--- src/pfs_defines.vh ---
// constants for the pin function select block
`ifndef PFS_DEFINES_VH
`define PFS_DEFINES_VH

// ---------------------------------------------------------------
// register map
// ---------------------------------------------------------------
`define PFS_ADDR_W             4
`define PFS_SYSCFG_ADDR        4'h0
`define PFS_STATUS_ADDR        4'h4
`define PFS_SYSCFG_RESET       32'h00000000
`define PFS_SYSCFG_MASK        32'h3FFFFFFF

// ---------------------------------------------------------------
// field positions
// ---------------------------------------------------------------
`define PFS_BIT_FLAG0_IRQ      16
`define PFS_BIT_FLAG1_IRQ      17
`define PFS_BIT_GENERAL_PIN_TWO_IRQ      18
`define PFS_BIT_GENERAL_PIN_THREE_TMR      19
`define PFS_BIT_PP_DISABLE     20
`define PFS_BIT_SERIAL_FLAG    21
`define PFS_BIT_FLAG_B         22
`define PFS_BIT_FLAG_C         23
`define PFS_BIT_FLAG_LOW       24
`define PFS_BIT_FLAG_A         25
`define PFS_BIT_PULSE_B        26
`define PFS_BIT_PULSE_C        27
`define PFS_BIT_PULSE_LOW      28
`define PFS_BIT_PULSE_A        29

// ---------------------------------------------------------------
// nibble group modes
// ---------------------------------------------------------------
`define PFS_MODE_PORT          2'h0
`define PFS_MODE_FLAG          2'h1
`define PFS_MODE_PULSE         2'h2

`endif

--- src/pfs_group_mux.v ---
// one four-pin address/data group: port, flag or pulse role
`timescale 1ns/10ps
`include "pfs_defines.vh"
module pfs_group_mux (
   input  wire [1:0] mode_in,
   input  wire [3:0] port_out_in,
   input  wire [3:0] port_oe_n_in,
   input  wire [3:0] flag_out_in,
   input  wire [3:0] flag_oe_n_in,
   input  wire [3:0] pulse_in,
   output reg  [3:0] pin_out,
   output reg  [3:0] pin_oe_n_out
);
   always @* begin
      case (mode_in)
         `PFS_MODE_FLAG: begin
            pin_out      = flag_out_in;
            pin_oe_n_out = flag_oe_n_in;
         end
         `PFS_MODE_PULSE: begin
            pin_out      = pulse_in;
            pin_oe_n_out = 4'h0;
         end
         default: begin
            pin_out      = port_out_in;
            pin_oe_n_out = port_oe_n_in;
         end
      endcase
   end
endmodule // pfs_group_mux

--- src/pfs_pin_function_select.v ---
// system configuration register and shared pin role selection
//
// Contract
// - bit 18: flag two becomes interrupt two
// - bit 19: flag three outputs timer expiry
// - bit 20 set disables parallel port
// - disabled port plus group bits: flag pins
// - sixteen flags: original flags take alternates
// - bit 21: serial 4/5 pins flag mode
// - bit 22: pins 11-8 flag mode
// - bit 23: pins 15-12 flag mode
// - bit 24: pins 3-0 flag mode
// - bit 25: pins 7-4 flag mode
// - bit 26: pins 11-8 pulse outputs
// - bit 27: pins 15-12 pulse outputs
// - bit 28: pins 3-0 pulse outputs
// - bit 29: pins 7-4 pulse outputs
// - register resets to all zeros
//
// The strobed register port and the address map were chosen for this implementation.
`timescale 1ns/10ps
`include "pfs_defines.vh"
module pfs_pin_function_select (
   input  wire                   mclk_in,
   input  wire                   rst_in,
   // ---------------------------------------------------------------
   // register port
   // ---------------------------------------------------------------
   input  wire [`PFS_ADDR_W-1:0] addr_in,
   input  wire [31:0]            wdata_in,
   input  wire                   wr_in,
   input  wire                   rd_in,
   output reg  [31:0]            rdata_out,
   // ---------------------------------------------------------------
   // parallel port side
   // ---------------------------------------------------------------
   output reg                    port_enable_out,
   input  wire [15:0]            port_ad_in,
   input  wire [15:0]            port_ad_oe_n_in,
   output reg  [15:0]            port_ad_out,
   // ---------------------------------------------------------------
   // flag, pulse, interrupt and timer sources
   // ---------------------------------------------------------------
   input  wire [15:0]            flag_ad_in,
   input  wire [15:0]            flag_ad_oe_n_in,
   output reg  [15:0]            flag_ad_out,
   input  wire [15:0]            pulse_ad_in,
   input  wire [3:0]             gp_flag_in,
   input  wire [3:0]             gp_flag_oe_n_in,
   output reg  [3:0]             gp_flag_out,
   input  wire                   timer_expired_in,
   output reg  [2:0]             interrupt_request_out,
   output reg                    serial_pins_flag_select_out,
   // ---------------------------------------------------------------
   // shared pins
   // ---------------------------------------------------------------
   input  wire [15:0]            ad_pin_in,
   output reg  [15:0]            ad_pin_out,
   output reg  [15:0]            ad_pin_oe_n_out,
   input  wire [3:0]             flag_pin_in,
   output reg  [3:0]             flag_pin_out,
   output reg  [3:0]             flag_pin_oe_n_out
);

   // ---------------------------------------------------------------
   // register decode
   // ---------------------------------------------------------------
   // only the configuration word is writable; a store to any other
   // address is dropped so a stray write cannot reshuffle the pins
   wire        cfg_write;
   wire        cfg_read;
   wire        status_read;
   assign cfg_write   = wr_in && (addr_in == `PFS_SYSCFG_ADDR);
   assign cfg_read    = rd_in && (addr_in == `PFS_SYSCFG_ADDR);
   assign status_read = rd_in && (addr_in == `PFS_STATUS_ADDR);

   // ---------------------------------------------------------------
   // configuration register
   // ---------------------------------------------------------------
   reg  [31:0] system_configuration;

   always @(posedge mclk_in) begin
      if (rst_in) begin
         system_configuration <= `PFS_SYSCFG_RESET;
      end else if (cfg_write) begin
         system_configuration <= wdata_in & `PFS_SYSCFG_MASK;
      end
   end

   wire flag_two_interrupt_select        = system_configuration[`PFS_BIT_GENERAL_PIN_TWO_IRQ];
   wire flag_three_timeout_output_select = system_configuration[`PFS_BIT_GENERAL_PIN_THREE_TMR];
   wire parallel_port_disable            = system_configuration[`PFS_BIT_PP_DISABLE];
   wire [3:0] group_flag_select = {system_configuration[`PFS_BIT_FLAG_C],
                                   system_configuration[`PFS_BIT_FLAG_B],
                                   system_configuration[`PFS_BIT_FLAG_A],
                                   system_configuration[`PFS_BIT_FLAG_LOW]};
   wire [3:0] group_pulse_select = {system_configuration[`PFS_BIT_PULSE_C],
                                    system_configuration[`PFS_BIT_PULSE_B],
                                    system_configuration[`PFS_BIT_PULSE_A],
                                    system_configuration[`PFS_BIT_PULSE_LOW]};

   // ---------------------------------------------------------------
   // group modes, index 0 = pins 3-0 up to 3 = pins 15-12
   // ---------------------------------------------------------------
   // flag role needs the port disabled; pulse takes precedence so a
   // group never sees two drivers
   function [1:0] group_mode;
      input flag_sel;
      input pulse_sel;
      input pp_dis;
      begin
         if (pulse_sel)
            group_mode = `PFS_MODE_PULSE;
         else if (flag_sel && pp_dis)
            group_mode = `PFS_MODE_FLAG;
         else
            group_mode = `PFS_MODE_PORT;
      end
   endfunction

   wire [1:0] mode_low = group_mode(group_flag_select[0], group_pulse_select[0],
                                    parallel_port_disable);
   wire [1:0] mode_a   = group_mode(group_flag_select[1], group_pulse_select[1],
                                    parallel_port_disable);
   wire [1:0] mode_b   = group_mode(group_flag_select[2], group_pulse_select[2],
                                    parallel_port_disable);
   wire [1:0] mode_c   = group_mode(group_flag_select[3], group_pulse_select[3],
                                    parallel_port_disable);

   // all four groups in flag mode form the sixteen flags
   wire sixteen_flags = (mode_low == `PFS_MODE_FLAG) && (mode_a == `PFS_MODE_FLAG) &&
                        (mode_b == `PFS_MODE_FLAG) && (mode_c == `PFS_MODE_FLAG);

   // ---------------------------------------------------------------
   // address/data pin muxing
   // ---------------------------------------------------------------
   wire [15:0] next_ad_pin;
   wire [15:0] next_ad_oe_n;

   pfs_group_mux u_grp_low (
      .mode_in      (mode_low),
      .port_out_in  (port_ad_in[3:0]),
      .port_oe_n_in (port_ad_oe_n_in[3:0]),
      .flag_out_in  (flag_ad_in[3:0]),
      .flag_oe_n_in (flag_ad_oe_n_in[3:0]),
      .pulse_in     (pulse_ad_in[3:0]),
      .pin_out      (next_ad_pin[3:0]),
      .pin_oe_n_out (next_ad_oe_n[3:0])
   );
   pfs_group_mux u_grp_a (
      .mode_in      (mode_a),
      .port_out_in  (port_ad_in[7:4]),
      .port_oe_n_in (port_ad_oe_n_in[7:4]),
      .flag_out_in  (flag_ad_in[7:4]),
      .flag_oe_n_in (flag_ad_oe_n_in[7:4]),
      .pulse_in     (pulse_ad_in[7:4]),
      .pin_out      (next_ad_pin[7:4]),
      .pin_oe_n_out (next_ad_oe_n[7:4])
   );
   pfs_group_mux u_grp_b (
      .mode_in      (mode_b),
      .port_out_in  (port_ad_in[11:8]),
      .port_oe_n_in (port_ad_oe_n_in[11:8]),
      .flag_out_in  (flag_ad_in[11:8]),
      .flag_oe_n_in (flag_ad_oe_n_in[11:8]),
      .pulse_in     (pulse_ad_in[11:8]),
      .pin_out      (next_ad_pin[11:8]),
      .pin_oe_n_out (next_ad_oe_n[11:8])
   );
   pfs_group_mux u_grp_c (
      .mode_in      (mode_c),
      .port_out_in  (port_ad_in[15:12]),
      .port_oe_n_in (port_ad_oe_n_in[15:12]),
      .flag_out_in  (flag_ad_in[15:12]),
      .flag_oe_n_in (flag_ad_oe_n_in[15:12]),
      .pulse_in     (pulse_ad_in[15:12]),
      .pin_out      (next_ad_pin[15:12]),
      .pin_oe_n_out (next_ad_oe_n[15:12])
   );

   // ---------------------------------------------------------------
   // pin input synchronisers
   // ---------------------------------------------------------------
   wire [15:0] ad_sync;
   wire [3:0]  flag_sync;

   pfs_sync2 #(.W(16)) u_sync_ad (
      .mclk_in (mclk_in),
      .rst_in  (rst_in),
      .d_in    (ad_pin_in),
      .q_out   (ad_sync)
   );
   pfs_sync2 #(.W(4)) u_sync_flag (
      .mclk_in (mclk_in),
      .rst_in  (rst_in),
      .d_in    (flag_pin_in),
      .q_out   (flag_sync)
   );

   // ---------------------------------------------------------------
   // original flag pin roles
   // ---------------------------------------------------------------
   // alternate role per pin: 0..2 interrupt input, 3 timer output;
   // the sixteen-flag setup overrides the per-pin bits so the two
   // uses of one pin can never be selected at once
   wire       flag_zero_interrupt_select = system_configuration[`PFS_BIT_FLAG0_IRQ];
   wire       flag_one_interrupt_select  = system_configuration[`PFS_BIT_FLAG1_IRQ];
   wire [3:0] flag_alt;
   assign flag_alt[0] = flag_zero_interrupt_select | sixteen_flags;
   assign flag_alt[1] = flag_one_interrupt_select | sixteen_flags;
   assign flag_alt[2] = flag_two_interrupt_select | sixteen_flags;
   assign flag_alt[3] = flag_three_timeout_output_select | sixteen_flags;

   // group masks for what reaches each consumer
   wire [15:0] port_mask;
   wire [15:0] flag_mask;
   assign port_mask = {{4{mode_c == `PFS_MODE_PORT}}, {4{mode_b == `PFS_MODE_PORT}},
                       {4{mode_a == `PFS_MODE_PORT}}, {4{mode_low == `PFS_MODE_PORT}}};
   assign flag_mask = {{4{mode_c == `PFS_MODE_FLAG}}, {4{mode_b == `PFS_MODE_FLAG}},
                       {4{mode_a == `PFS_MODE_FLAG}}, {4{mode_low == `PFS_MODE_FLAG}}};

   // ---------------------------------------------------------------
   // synchronised pin readback
   // ---------------------------------------------------------------
   // a group in pulse role reads back as zero on both paths, because
   // neither the port nor the flag controller owns its pins then
   reg  [15:0] next_port_ad;
   reg  [15:0] next_flag_ad;
   reg  [3:0]  next_gp_flag;
   reg  [2:0]  next_interrupt;

   always @* begin
      next_port_ad   = ad_sync & port_mask;
      next_flag_ad   = ad_sync & flag_mask;
      next_gp_flag   = flag_sync & ~flag_alt;
      next_interrupt = flag_sync[2:0] & flag_alt[2:0];
   end

   // ---------------------------------------------------------------
   // original flag pin drive
   // ---------------------------------------------------------------
   // interrupt pins are released so the outside source can drive them;
   // the timer pin is always driven while it carries the expiry level
   reg  [3:0]  next_flag_pin;
   reg  [3:0]  next_flag_oe_n;

   always @* begin
      next_flag_pin[2:0]  = gp_flag_in[2:0];
      next_flag_oe_n[2:0] = gp_flag_oe_n_in[2:0] | flag_alt[2:0];
      if (flag_alt[3]) begin
         next_flag_pin[3]  = timer_expired_in;
         next_flag_oe_n[3] = 1'b0;
      end else begin
         next_flag_pin[3]  = gp_flag_in[3];
         next_flag_oe_n[3] = gp_flag_oe_n_in[3];
      end
   end

   // ---------------------------------------------------------------
   // status word
   // ---------------------------------------------------------------
   // read-only view of the decoded roles, so software can see the
   // outcome of the precedence rules without probing the pins
   wire [31:0] status_word;
   assign status_word[1:0]   = mode_low;
   assign status_word[3:2]   = mode_a;
   assign status_word[5:4]   = mode_b;
   assign status_word[7:6]   = mode_c;
   assign status_word[8]     = 1'b0;
   assign status_word[9]     = sixteen_flags;
   assign status_word[13:10] = flag_sync;
   assign status_word[31:14] = 18'h00000;

   // ---------------------------------------------------------------
   // registered control outputs
   // ---------------------------------------------------------------
   // the enable is the inverse of the disable bit, so the port is live
   // straight out of reset
   always @(posedge mclk_in) begin
      if (rst_in) begin
         port_enable_out             <= 1'b1;
         serial_pins_flag_select_out <= 1'b0;
      end else begin
         port_enable_out             <= ~parallel_port_disable;
         serial_pins_flag_select_out <= system_configuration[`PFS_BIT_SERIAL_FLAG];
      end
   end

   // ---------------------------------------------------------------
   // registered pin outputs
   // ---------------------------------------------------------------
   // one register stage on all pin paths keeps outputs glitch free at
   // the cost of one cycle of latency
   always @(posedge mclk_in) begin
      if (rst_in) begin
         ad_pin_out        <= 16'h0000;
         ad_pin_oe_n_out   <= 16'hFFFF;
         flag_pin_out      <= 4'h0;
         flag_pin_oe_n_out <= 4'hF;
      end else begin
         ad_pin_out        <= next_ad_pin;
         ad_pin_oe_n_out   <= next_ad_oe_n;
         flag_pin_out      <= next_flag_pin;
         flag_pin_oe_n_out <= next_flag_oe_n;
      end
   end

   // ---------------------------------------------------------------
   // registered readback outputs
   // ---------------------------------------------------------------
   // pin levels pass the synchronisers first, so a pin change shows
   // here three edges later
   always @(posedge mclk_in) begin
      if (rst_in) begin
         port_ad_out           <= 16'h0000;
         flag_ad_out           <= 16'h0000;
         gp_flag_out           <= 4'h0;
         interrupt_request_out <= 3'h0;
      end else begin
         port_ad_out           <= next_port_ad;
         flag_ad_out           <= next_flag_ad;
         gp_flag_out           <= next_gp_flag;
         interrupt_request_out <= next_interrupt;
      end
   end

   // ---------------------------------------------------------------
   // register read
   // ---------------------------------------------------------------
   // data stand for exactly one cycle; idle cycles and unmapped
   // addresses return zero
   always @(posedge mclk_in) begin
      if (rst_in) begin
         rdata_out <= 32'h00000000;
      end else if (cfg_read) begin
         rdata_out <= system_configuration;
      end else if (status_read) begin
         rdata_out <= status_word;
      end else begin
         rdata_out <= 32'h00000000;
      end
   end

endmodule // pfs_pin_function_select

--- src/pfs_sync2.v ---
// two-stage synchroniser for a bus of pin inputs
`timescale 1ns/10ps
module pfs_sync2 #(
   parameter W = 16
) (
   input  wire         mclk_in,
   input  wire         rst_in,
   input  wire [W-1:0] d_in,
   output reg  [W-1:0] q_out
);
   reg [W-1:0] meta;
   always @(posedge mclk_in) begin
      if (rst_in) begin
         meta  <= {W{1'b0}};
         q_out <= {W{1'b0}};
      end else begin
         meta  <= d_in;
         q_out <= meta;
      end
   end
endmodule // pfs_sync2
--- config.mk ---
export PLATFORM = sky130hd
export DESIGN_NAME = pfs_pin_function_select
export DESIGN_NICKNAME = d
export VERILOG_FILES = /design/src/pfs_group_mux.v /design/src/pfs_pin_function_select.v /design/src/pfs_sync2.v
export VERILOG_INCLUDE_DIRS = /design/src
export SDC_FILE = /design/constraint.sdc
export NUM_CORES = 1
export LEC_CHECK = 0
export BUFFER_PORTS_ARGS = -buffer_cell sky130_fd_sc_hd__buf_2
export CAP_MARGIN = 30
export CORE_AREA = 2 2 158 160
export DETAILED_ROUTE_END_ITERATION = 10
export DIE_AREA = 0 0 160 162
export GPL_TIMING_DRIVEN = 1
export PLACE_DENSITY = 0.46
export REMOVE_ABC_BUFFERS = 1
export SLEW_MARGIN = 25
export SYNTH_ARGS = -nofsm -noshare
export SYNTH_HDL_FRONTEND = slang
export SYNTH_SLANG_ARGS = --single-unit
--- constraint.sdc ---
create_clock -name mclk_in -period 1.4 [get_ports mclk_in]
set_input_delay 0.14 -clock mclk_in [delete_from_list [all_inputs] [get_ports mclk_in]]
set_output_delay 0.14 -clock mclk_in [all_outputs]
set_load 0.02 [all_outputs]
==> run metrics, run 1 <==
#FFs+latches synth=181; hold depth=3; WL/cell=approximately 15 um; DP Wirelength=13,700 um; Vias/cell=about 4.2; clock buffer count from CTS=17; ant diodes=0; RSZ-0062 raised after global routing=yes; Ys Warns=0; DR iter-0 viols=235; Post-Route WL=19,600 um; Worst Hold Class=in -> reg; Worst Path Required=about 1.7 ns; synthesized cell area=about 5900 sq um; Post-synth top flop=dfxtp_1; reg2reg start=system_configuration[28]; DR top layer=met4; WL met3=1250 um; Setup crit end kind=flip-flop; Top Family by Delay on Critical Path=simple AND/OR/NAND/NOR gates; share of synthesized registers carrying an async set or reset=0%; vias in the first global route=5,470; Worst R2R Setup Slack=0.09 ns; Final nets=1,088; CP Cell Sequence=and4bb_2 > a31o_4 > buf_4 > nor3b_2; Mapped Avg Cell Area=10.3 sq um; CTS max path bufs=2; die footprint=25,900 sq um; Std-Cell Rows=57; I/O Pins=approximately 260; CTS H-tree depth=4; result of the run=completed; WL met1=about 9000 um; worst vdd rail ir drop=0.556 mV; Max Fclk=between 700 and 800 MHz; layout cells sized above 1=35.3%; period utilization=93.7%; crit path max fanout=5; DRT Pass-1 Iters=4; type of the worst setup path=reg -> reg; CTS tree=yes; Port Buffers=257; skew final=about 0.011 ns; Worst path slowest cell=dfxtp_1; clock sinks=181; Fillers=2,465; gr usage total=between 10% and 20%; sequential area share after synthesis=60.9%; Post CTS Setup Buffer Count=0; antenna violations before repair=0; ANT nets after route=0; max-cap check violation count=0; Die Y=162 um; Vias=5,340; post-route minimum period=1.31 ns; Core Box Area=between 20,000 and 25,000 sq um; Worst-Skew Late Latency=0.43 ns; Final Total Pwr=11.2 mW; FF-to-FF End=gp_flag_out[3]; crit path buf inv count=1; R2R cell count=4; Worst Hold Path EP=ad_pin_oe_n_out[12]; Reg clk slew, reported paths=0.07 ns; drt drc=0; startpoint class of the critical path=flip-flop; max incr delay on CP=0.33 ns; Leak=4.44 nW; hold path startpoint=flag_ad_oe_n_in[12]; power density cells=1200 nW/um^2; pin count of the biggest net entering global routing=31; RePlAce Congestion=0.788; wire length on met2=9010 um; WHS=0.00872 ns; final setup fails=0; Worst EP arrival=1.65 ns; Layout area overhead=57.3%; clock root buffer=clkbuf_16; Syn Inst Count=576; EDFF count, synth=0; first-pass GRT wire length=30,200 um; Initial Utilization=24.7%; Hold Violations, Final=0; distinct cell type count after synthesis=31; GRT overflow=0; max-slew violations=0; Die X=160 um
[where the power goes]
| part | switching, mW | internal, mW |
|---|---|---|
| sequential | 0.0401 | 5.29 |
| clock | 2.08 | 2.79 |
| combinational | 0.471 | 0.514 |
| total | 2.59 | 8.60 |
[cell families after synthesis]
family | after synthesis | share of synthesized area [%]
compound gates | 104 | 10.0
other cells | 1 | 0.0630
mux | 25 | 4.21
simple gates | 220 | 21.6
buf+inv | 45 | 3.20
flops | 181 | 60.9
[cell usage in the layout, fill, tap and decap left out, drive strengths merged]
master / count
a21oi: 34
buf: 298
nor3b: 4
nor3: 17
and2: 27
nor2b: 62
dlygate4sd3: 88
or3: 6
and4b: 1
o211a: 3
and3b: 2
o211ai: 1
and3: 41
a31o: 1
nor2: 13
and4: 1
clkinv: 2
conb: 2
dfxtp: 181
nand2b: 2
nand2: 10
and4bb: 1
inv: 5
nand4: 1
bufinv: 2
clkbuf: 22
clkinvlp: 2
a211oi: 18
mux2i: 25
o21ai: 47
nand3: 32
[area by class of cell]
cell class | instances | area (sq um) | area share, %
tap | 324 | 405 | 4.33
multi-input combinational | 351 | 2170 | 23.2
clock inverter | 9 | 119 | 1.27
inverter | 2 | 7.51 | 0.0802
sequential | 181 | 3620 | 38.7
clock buffer | 22 | 474 | 5.07
timing repair buffer | 386 | 2560 | 27.4
[worst min-delay path: cells and delay by family]
family / cells / cell delay, ns
multiplexers: 1 / 0.05
buffers and inverters: 1 / 0.07
AO/OA/AOI/OAI: 1 / 0.13
[how the worst max path moves through the flow]
stage / startpoint / endpoint / slack [ns] / cells after the start
after global routing: system_configuration[20] / ad_pin_out[14] / -0.01 / 5
final: system_configuration[28] / gp_flag_out[3] / 0.09 / 4
after floorplan: addr_in[1] / rdata_out[0] / -0.50 / 3
after CTS: system_configuration[28] / gp_flag_out[3] / 0.01 / 4
after detailed placement: system_configuration[28] / gp_flag_out[3] / 0.03 / 4
after global placement: system_configuration[20] / ad_pin_out[14] / 0.04 / 5
[per-layer routing]
layer	GRT usage, %	vias to the layer above
met2	25.0	192
met4	4.91	0
met3	4.34	24
li1	-	2697
met1	19.3	2427
met5	0	-
[per-stage QoR]
stage,setup TNS (ns),utilization [%],cells,setup WS (ns),instance area [sq um]
2_1_floorplan,-17.11,-,534,-0.500,5770
3_3_place_gp,0,32.6,1156,0.0420,7860
3_5_place_dp,0,32.6,1156,0.0306,7860
4_1_cts,0,38.7,1274,0.0143,9320
5_1_grt,-0.0110,38.8,1275,-0.0110,9360
6_report,0,38.8,1275,0.0881,9360
[what timing repair did]
action | 4_1_cts | 5_1_grt
gates resized for setup | 0 | 7
endpoints found under the setup margin | 0 | 27
endpoints found under the hold margin | 76 | 1
hold buffers | 87 | 1
[registers in the layout, summed over array words and instances, names as in the netlist]
signal	count
ad_pin_oe_n_out	16
flag_pin_out	4
interrupt_request_out	3
system_configuration	30
u_sync_ad.q_out	16
gp_flag_out	4
rdata_out	30
u_sync_flag.meta	4
port_enable_out	1
port_ad_out	16
u_sync_flag.q_out	4
u_sync_ad.meta	16
ad_pin_out	16
serial_pins_flag_select_out	1
flag_pin_oe_n_out	4
flag_ad_out	16
[synth_stat cells, types with 2 or more instances]
cell / n / area share [%]
dfxtp_1: 181 / 61
nor2b_1: 62 / 6.5
o21ai_0: 47 / 4.0
and3_1: 41 / 4.3
a21oi_1: 34 / 2.9
clkbuf_1: 34 / 2.1
nand3_1: 32 / 2.7
and2_1: 27 / 2.8
mux2i_1: 25 / 4.2
a211oi_1: 18 / 2.3
nor3_1: 16 / 1.3
nor2_1: 13 / 0.82
nand2_1: 10 / 0.63
or3_1: 6 / 0.63
buf_2: 5 / 0.42
nor3b_1: 4 / 0.50
o211a_1: 3 / 0.50
and3b_1: 2 / 0.29
buf_4: 2 / 0.25
inv_1: 2 / 0.13
nand2b_1: 2 / 0.21
No activity file was read; power rests on OpenSTA's default activity.
==> inputs of run 2 (changes only) <==
--- a/config.mk
+++ b/config.mk
@@ -6,11 +6,12 @@
 export SDC_FILE = /design/constraint.sdc
 export NUM_CORES = 1
 export LEC_CHECK = 0
+export ABC_AREA = 1
 export BUFFER_PORTS_ARGS = -buffer_cell sky130_fd_sc_hd__buf_2
 export CAP_MARGIN = 30
-export CORE_AREA = 2 2 158 160
+export CORE_AREA = 2 2 156 158
 export DETAILED_ROUTE_END_ITERATION = 10
-export DIE_AREA = 0 0 160 162
+export DIE_AREA = 0 0 158 160
 export GPL_TIMING_DRIVEN = 1
 export PLACE_DENSITY = 0.46
 export REMOVE_ABC_BUFFERS = 1
==> run 2 against run 1 <==
Net effect:
- via count rose by 4.3%
- cell area rose by 1.5%
- wire length fell by 2.6%
==> run metrics, run 2 <==
antenna violations before repair=2 (was 0); Worst Hold Class=in -> reg (unchanged); period utilization=91.8% (was 93.7%); final setup fails=0 (unchanged); most common cell after layout, fill and taps aside=buf_2 (unchanged); EDFF count, synth=0 (unchanged); clock root buffer=clkbuf_16 (unchanged); max incr delay on CP=0.43 ns (was 0.33 ns); top cell type's share of synthesized area=62.2% (was 60.9%); mux contribution to synthesized area=0% (was 4.21%); Worst Hold Path EP=system_configuration[21] (was ad_pin_oe_n_out[12]); layout cells sized above 1=31.6% (was 35.3%); post-synthesis compound-gate area fraction=8.16% (was 10.0%); CTS tree=yes (unchanged); reg2reg start=system_configuration[20] (was system_configuration[28]); Setup crit end kind=flip-flop (unchanged); Adder-Cell Fraction of Synth Area=0% (unchanged); Hold Violations, Final=0 (unchanged); Layout area overhead=63.0% (was 57.3%); top flop regs=rdata_out (30), system_configuration (30) (unchanged); Leak=4.44 nW (about the same); sequential area share after synthesis=62.2% (was 60.9%); FF-to-FF End=gp_flag_out[2] (was gp_flag_out[3]); Setup TNS Final=0 ns (unchanged); GRT overflow=0 (unchanged); worst vdd rail ir drop=0.852 mV (was 0.556 mV); synthesized cell area=5830 sq um (was 5950 sq um); Post-Route WL=19,100 um (was 19,600 um); clock buffer count from CTS=17 (unchanged); Worst R2R Setup Slack=0.11 ns (was 0.09 ns); #FFs+latches synth=181 (unchanged); Die X=158 um (was 160 um); Synth Area in XOR/XNOR=0% (unchanged); gr usage total=14.5% (was 15.2%); max-slew violations=0 (unchanged); RePlAce Congestion=0.717 (was 0.788); most frequent cells in the layout=buf_2 (256), dfxtp_1 (180), dlygate4sd3_1 (128), nand2_1 (111), inv_1 (99) (was buf_2 (256), dfxtp_1 (180), dlygate4sd3_1 (88), nor2b_1 (61), o21ai_0 (47)); Fillers=2,467 (was 2,465); Ys Warns=0 (unchanged); CP Depth=7 (was 4); Vias/cell=3.96 (was 4.19); WL/cell=13.5 um (was 15.4 um); startpoint class of the critical path=flip-flop (unchanged); CTS max path bufs=2 (unchanged); die footprint=25,300 sq um (was 25,900 sq um); I/O Pins=262 (unchanged); Synth area leaders=dfxtp_1 (62%), nand2_1 (7.2%), inv_1 (6.4%) (was dfxtp_1 (61%), nor2b_1 (6.5%), and3_1 (4.3%)); Worst path slowest cell=dfxtp_2 (was dfxtp_1); drt drc=0 (unchanged); Post CTS Setup Buffer Count=0 (unchanged); CTS H-tree depth=4 (unchanged); pin count of the biggest net entering global routing=106 (was 31); Worst Path Required=1.72 ns (was 1.74 ns); skew final=0.00963 ns (was 0.0110 ns); type of the worst setup path=reg -> reg (unchanged); CP Cell Sequence=nand2_1 > nor2_4 > nand3_4 > nor2_8 > nor2_4 > nand2_1 > nor2_1 (was and4bb_2 > a31o_4 > buf_4 > nor3b_2); Initial Utilization=24.5% (was 24.7%); crit path from=system_configuration[20] (was system_configuration[28]); simple-gate share of the synthesized area=19.8% (was 21.6%); first-pass GRT wire length=27,900 um (was 30,200 um); power density cells=1160 nW/um^2 (was 1200 nW/um^2); clock sinks=181 (unchanged); DP Wirelength=13,000 um (was 13,700 um); post-route minimum period=1.29 ns (was 1.31 ns); distinct cell type count after synthesis=25 (was 31); Top Family by Delay on Critical Path=simple AND/OR/NAND/NOR gates (unchanged); result of the run=completed (unchanged); crit path max fanout=8 (was 5); most frequent cell after synthesis=dfxtp_1 (unchanged); Final Util=39.9% (was 38.8%); Post-synth top flop=dfxtp_1 (unchanged); largest family of logic cells by synthesized area=simple AND/OR/NAND/NOR gates (unchanged); DRT Pass-1 Iters=4 (unchanged); R2R cell count=7 (was 4); Worst-Skew Late Latency=0.42 ns (was 0.43 ns); vias in the first global route=5,406 (was 5,470); Std-Cell Rows=57 (unchanged); Port Buffers=257 (unchanged); max-cap check violation count=0 (unchanged); RSZ-0062 raised after global routing=no (was yes); Mapped Avg Cell Area=8.74 sq um (was 10.3 sq um); Worst EP arrival=1.60 ns (was 1.65 ns); hold depth=3 (unchanged); Synth area leader=dfxtp_1 (unchanged); Core Box Area=23,800 sq um (was 24,100 sq um); ANT nets after route=0 (unchanged); share of synthesized registers carrying an async set or reset=0% (unchanged); Reg clk slew, reported paths=0.07 ns (about the same); Final nets=1,218 (was 1,088); Syn Inst Count=667 (was 576); DR iter-0 viols=225 (was 235); Vias=5,569 (was 5,340); hold path startpoint=wdata_in[21] (was flag_ad_oe_n_in[12]); Post-synth top cells=dfxtp_1 (181), nand2_1 (111), inv_1 (99) (was dfxtp_1 (181), nor2b_1 (62), o21ai_0 (47)); Die Y=160 um (was 162 um); crit path buf inv count=0 (was 1); Max Fclk=778 MHz (was 762 MHz)
-- run 2: cell count changes in the layout (fill, tap and decap cells not counted), sizes merged, moves of 40 or more --
cell and change:
dlygate4sd3 +40, nor2b -62, nor2 +68, and3 -41
nand2 +104, inv +106
-- run 2: worst min-delay path, delay by kind of cell --
family | cells | cell delay (ns)
buf+inv | 1 | 0.07
compound gates | 2 | 0.19
-- run 2: logic make-up (layout without fill, tap and decap cells) --
logic type	after synthesis	in the layout
and+or+nand+nor	257	257
buffers and inverters	138	551
other	1	5
AOI/OAI and AO/OA	90	90
DFF	181	181
-- run 2: stage by stage --
step                      cell area (sq um)  std cells  power [mW]  setup slack [ns]  hold WS [ns]
after floorplan                        5650        634        5.78            -0.424         0.209
after global placement                 7640       1246        6.22           0.00148         0.328
after detailed placement               7640       1246        6.22           -0.0410         0.333
after CTS                              9490       1405        11.2            0.0928      0.000713
after global routing                   9490       1407        11.5            0.0236        0.0189
final                                  9500       1408        11.0             0.114        0.0112
-- run 2: power breakdown --
| part | switching [mW] | internal [mW] | leakage, nW |
|---|---|---|---|
| Combinational | 0.486 | 0.552 | 2.68 |
| Sequential | 0.0471 | 5.30 | 1.48 |
| Clock | 2.24 | 2.36 | 0.279 |
-- run 2: routing by layer --
layer / GRT usage (%) / wire length, um / vias up / part of all wire [%]
met5: 0 / 0 / - / 0
met4: 7.13 / 660 / 0 / 3.5
met3: 3.72 / 1140 / 32 / 6.0
met2: 25.5 / 9280 / 183 / 49
met1: 16.3 / 7970 / 2482 / 42
li1: - / - / 2872 / -
-- run 2: worst max-delay path by stage --
stage | endpoint | slack, ns
6_report | gp_flag_out[2] | 0.11
5_1_grt | gp_flag_out[0] | 0.02
4_1_cts | gp_flag_out[2] | 0.09
3_5_place_dp | gp_flag_out[0] | -0.04
3_3_place_gp | gp_flag_out[0] | 0.001
2_1_floorplan | system_configuration[0] | -0.42
-- run 2: final cells by class --
cell class	count	area (sq um)	share of cell area, %
repair buffers	416	2870	30.2
diodes	3	7.51	0.0791
inverters	104	390	4.11
clock inverters	14	136	1.44
clock buffers	17	425	4.48
multi-input cells	349	1640	17.3
flip-flops and latches	181	3620	38.2
well taps	324	405	4.27
-- run 2: timing repair --
| action | in CTS | in global routing |
|---|---|---|
| resized for setup | 1 | 0 |
| hold buffers | 128 | 0 |
| hold endpoints to repair | 81 | 0 |
| endpoints found under the setup margin | 5 | 0 |
==> inputs of run 3 (changes only) <==
==> constraint.sdc (replaced) <==
create_clock -name mclk_in -period 1.1 [get_ports mclk_in]
set_input_delay 0.11 -clock mclk_in [delete_from_list [all_inputs] [get_ports mclk_in]]
set_output_delay 0.11 -clock mclk_in [all_outputs]
set_load 0.02 [all_outputs]
==> run 3 against run 2 <==
Net effect:
- global-route usage increased by 0.41 points
- clock skew up 0.0031 ns
- largest cell class unchanged
- cell area increased by 4.9%
- core utilization increased by 2.0 points
- final cell count up 2.2%
- maximum frequency grew 5.9%
- clock power rose by 30%
- wire length increased by 1.9%
- the flow now finishes with violations (negative setup slack)
- critical endpoint is now rdata_out[9]
==> run metrics, run 3 (synthesis gave the netlist of run 2 again) <==
type of the worst setup path=reg -> reg (unchanged); Worst Path Required=1.45 ns (was 1.72 ns); max incr delay on CP=0.38 ns (was 0.43 ns); CTS max path bufs=2 (unchanged); WL/cell=13.5 um (about the same); RePlAce Congestion=0.711 (was 0.717); DR iter-0 viols=291 (was 225); power density cells=1420 nW/um^2 (was 1160 nW/um^2); Post-Place Cell Area=7810 sq um (was 7640 sq um); startpoint class of the critical path=flip-flop (unchanged); die footprint=25,300 sq um (unchanged); clock sinks=181 (unchanged); drt drc=0 (unchanged); Setup TNS Final=-1.07 ns (was 0 ns); vias in the first global route=5,592 (was 5,406); Final nets=1,250 (was 1,218); most common cell after layout, fill and taps aside=buf_2 (unchanged); result of the run=finished, violations left (was completed); Post-Route WL=19,400 um (was 19,100 um); RSZ-0062 raised after global routing=yes (was no); worst setup margin=-0.114 ns (was 0.114 ns); Initial Utilization=24.5% (unchanged); Die X=158 um (unchanged); gr usage total=15.0% (was 14.5%); Std-Cell Rows=57 (unchanged); Vias=5,676 (was 5,569); CTS H-tree depth=4 (unchanged); Post-Place Worst Slack=-0.211 ns (was -0.0410 ns); Critical Path Most Common Cell=buf_4; top flop regs=rdata_out (30), system_configuration (30) (unchanged); period utilization=110% (was 91.8%); Final Util=41.8% (was 39.9%); Leak=4.65 nW (was 4.44 nW); Final Total Pwr=14.2 mW (was 11.0 mW); Worst EP arrival=1.56 ns (was 1.60 ns); layout cells sized above 1=34.7% (was 31.6%); max-slew violations=0 (unchanged); Core Box Area=23,800 sq um (unchanged); skew final=0.0127 ns (was 0.00963 ns); I/O Pins=262 (unchanged); first-pass GRT wire length=29,000 um (was 27,900 um); clock root buffer=clkbuf_16 (unchanged); CP Cell Sequence=buf_6 > nand2_4 > nor2_8 > nand3_4 > buf_4 > buf_4 > o22ai_1 (was nand2_1 > nor2_4 > nand3_4 > nor2_8 > nor2_4 > nand2_1 > nor2_1); most frequent cells in the layout=buf_2 (257), dfxtp_1 (179), dlygate4sd3_1 (137), nand2_1 (109), inv_1 (95) (was buf_2 (256), dfxtp_1 (180), dlygate4sd3_1 (128), nand2_1 (111), inv_1 (99)); final setup fails=27 (was 0); DRT Pass-1 Iters=4 (unchanged); Combinational Power Share=9.9% (was 9.5%); failing checks=negative setup slack; Port Buffers=257 (unchanged); fin area=9960 sq um (was 9500 sq um); clock buffer count from CTS=17 (unchanged); Vias/cell=3.94 (was 3.96); Worst path slowest cell=dfxtp_4 (was dfxtp_2); Reg clk slew, reported paths=0.07 ns (about the same); Int Pwr=10.5 mW (was 8.22 mW); post-route minimum period=1.21 ns (was 1.29 ns); Fillers=2,445 (was 2,467); Sw Share=25.7% (was 25.2%); crit path buf inv count=3 (was 0); Top Family by Delay on Critical Path=flip-flops (was simple AND/OR/NAND/NOR gates); CTS tree=yes (unchanged); Die Y=160 um (unchanged); Setup crit end kind=flip-flop (unchanged); DP Wirelength=13,400 um (was 13,000 um); pin count of the biggest net entering global routing=95 (was 106); NetSw=3.64 mW (was 2.77 mW); Max Fclk=824 MHz (was 778 MHz); crit path max fanout=5 (was 8); ANT nets after route=0 (unchanged); Worst Hold Class=in -> reg (unchanged); power share of the clock group=42.1% (was 41.8%); max-cap check violation count=0 (unchanged); GRT overflow=0 (unchanged); worst vdd rail ir drop=0.780 mV (was 0.852 mV); antenna violations before repair=1 (was 2); Worst-Skew Late Latency=0.42 ns (about the same); Seq pwr share=48.0% (was 48.7%); Layout area overhead=71.0% (was 63.0%); Hold Violations, Final=0 (unchanged)
run 3: cell types whose count changed in the layout (fill, tap and decap cells not counted), moves of 3 or more:
cell	before	now
buf_4	27	38
inv_1	99	95
nor3_2	2	9
buf_12	5	8
nor3_1	34	26
nand3_1	23	20
dlygate4sd3_1	128	137
buf_6	0	8
run 3: power groups by stage:
stage / Sequential (mW) / Combinational [mW] / Clock, mW
2_1_floorplan: 7.10 / 0.255 / 0
3_3_place_gp: 6.96 / 0.998 / 0
3_5_place_dp: 6.96 / 0.996 / 0
4_1_cts: 6.81 / 1.40 / 6.16
5_1_grt: 6.83 / 1.54 / 6.44
6_report: 6.81 / 1.41 / 5.97
run 3: layout make-up:
| class | instances | area [sq um] | area share [%] |
|---|---|---|---|
| antenna | 1 | 2.50 | 0.0251 |
| clock buffer | 17 | 425 | 4.27 |
| clock inverter | 15 | 159 | 1.60 |
| inverter | 104 | 400 | 4.02 |
| multi-input combinational | 349 | 1750 | 17.5 |
| sequential | 181 | 3630 | 36.4 |
| tap | 324 | 405 | 4.07 |
| timing repair buffer | 448 | 3190 | 32.1 |
run 3: final timing paths:
| check | start | end | slack [ns] | cells past startpoint |
|---|---|---|---|---|
| max | system_configuration[20] | rdata_out[9] | -0.11 | 7 |
| min | gp_flag_in[3] | flag_pin_out[3] | 0.06 | 5 |
| max reg2reg | system_configuration[20] | rdata_out[9] | -0.11 | 7 |
| min reg2reg | u_sync_ad.meta[6] | u_sync_ad.q_out[6] | 0.40 | 2 |
run 3: routing by layer:
layer	vias up	global-route usage (%)	wire length, um
li1	2934	-	-
met1	2511	17.2	7970
met2	201	26.7	9790
met3	30	3.55	1150
met4	0	5.36	506
met5	-	0	0
run 3: through the flow:
step                      cells  hold slack [ns]
after global placement     1263            0.300
after floorplan             634            0.179
final                      1439           0.0570
after CTS                  1436           0.0361
after global routing       1439           0.0619
after detailed placement   1263            0.303
run 3: worst reg2reg max path, stage by stage (launching register included):
cell and delay [ns]:
dfxtp_4 0.38, buf_6 0.11, nand2_4 0.06, nor2_8 0.11
nand3_4 0.11, buf_4 0.15, buf_4 0.12, o22ai_1 0.11
run 3: what timing repair did:
| item | CTS | global route |
|---|---|---|
| setup endpoints to repair | 62 | 55 |
| cloned | 1 | 0 |
| endpoints found under the hold margin | 89 | 0 |
| pin swaps | 1 | 4 |
| hold buffers | 137 | 0 |
| setup buffers | 3 | 2 |
| resized for setup | 18 | 24 |
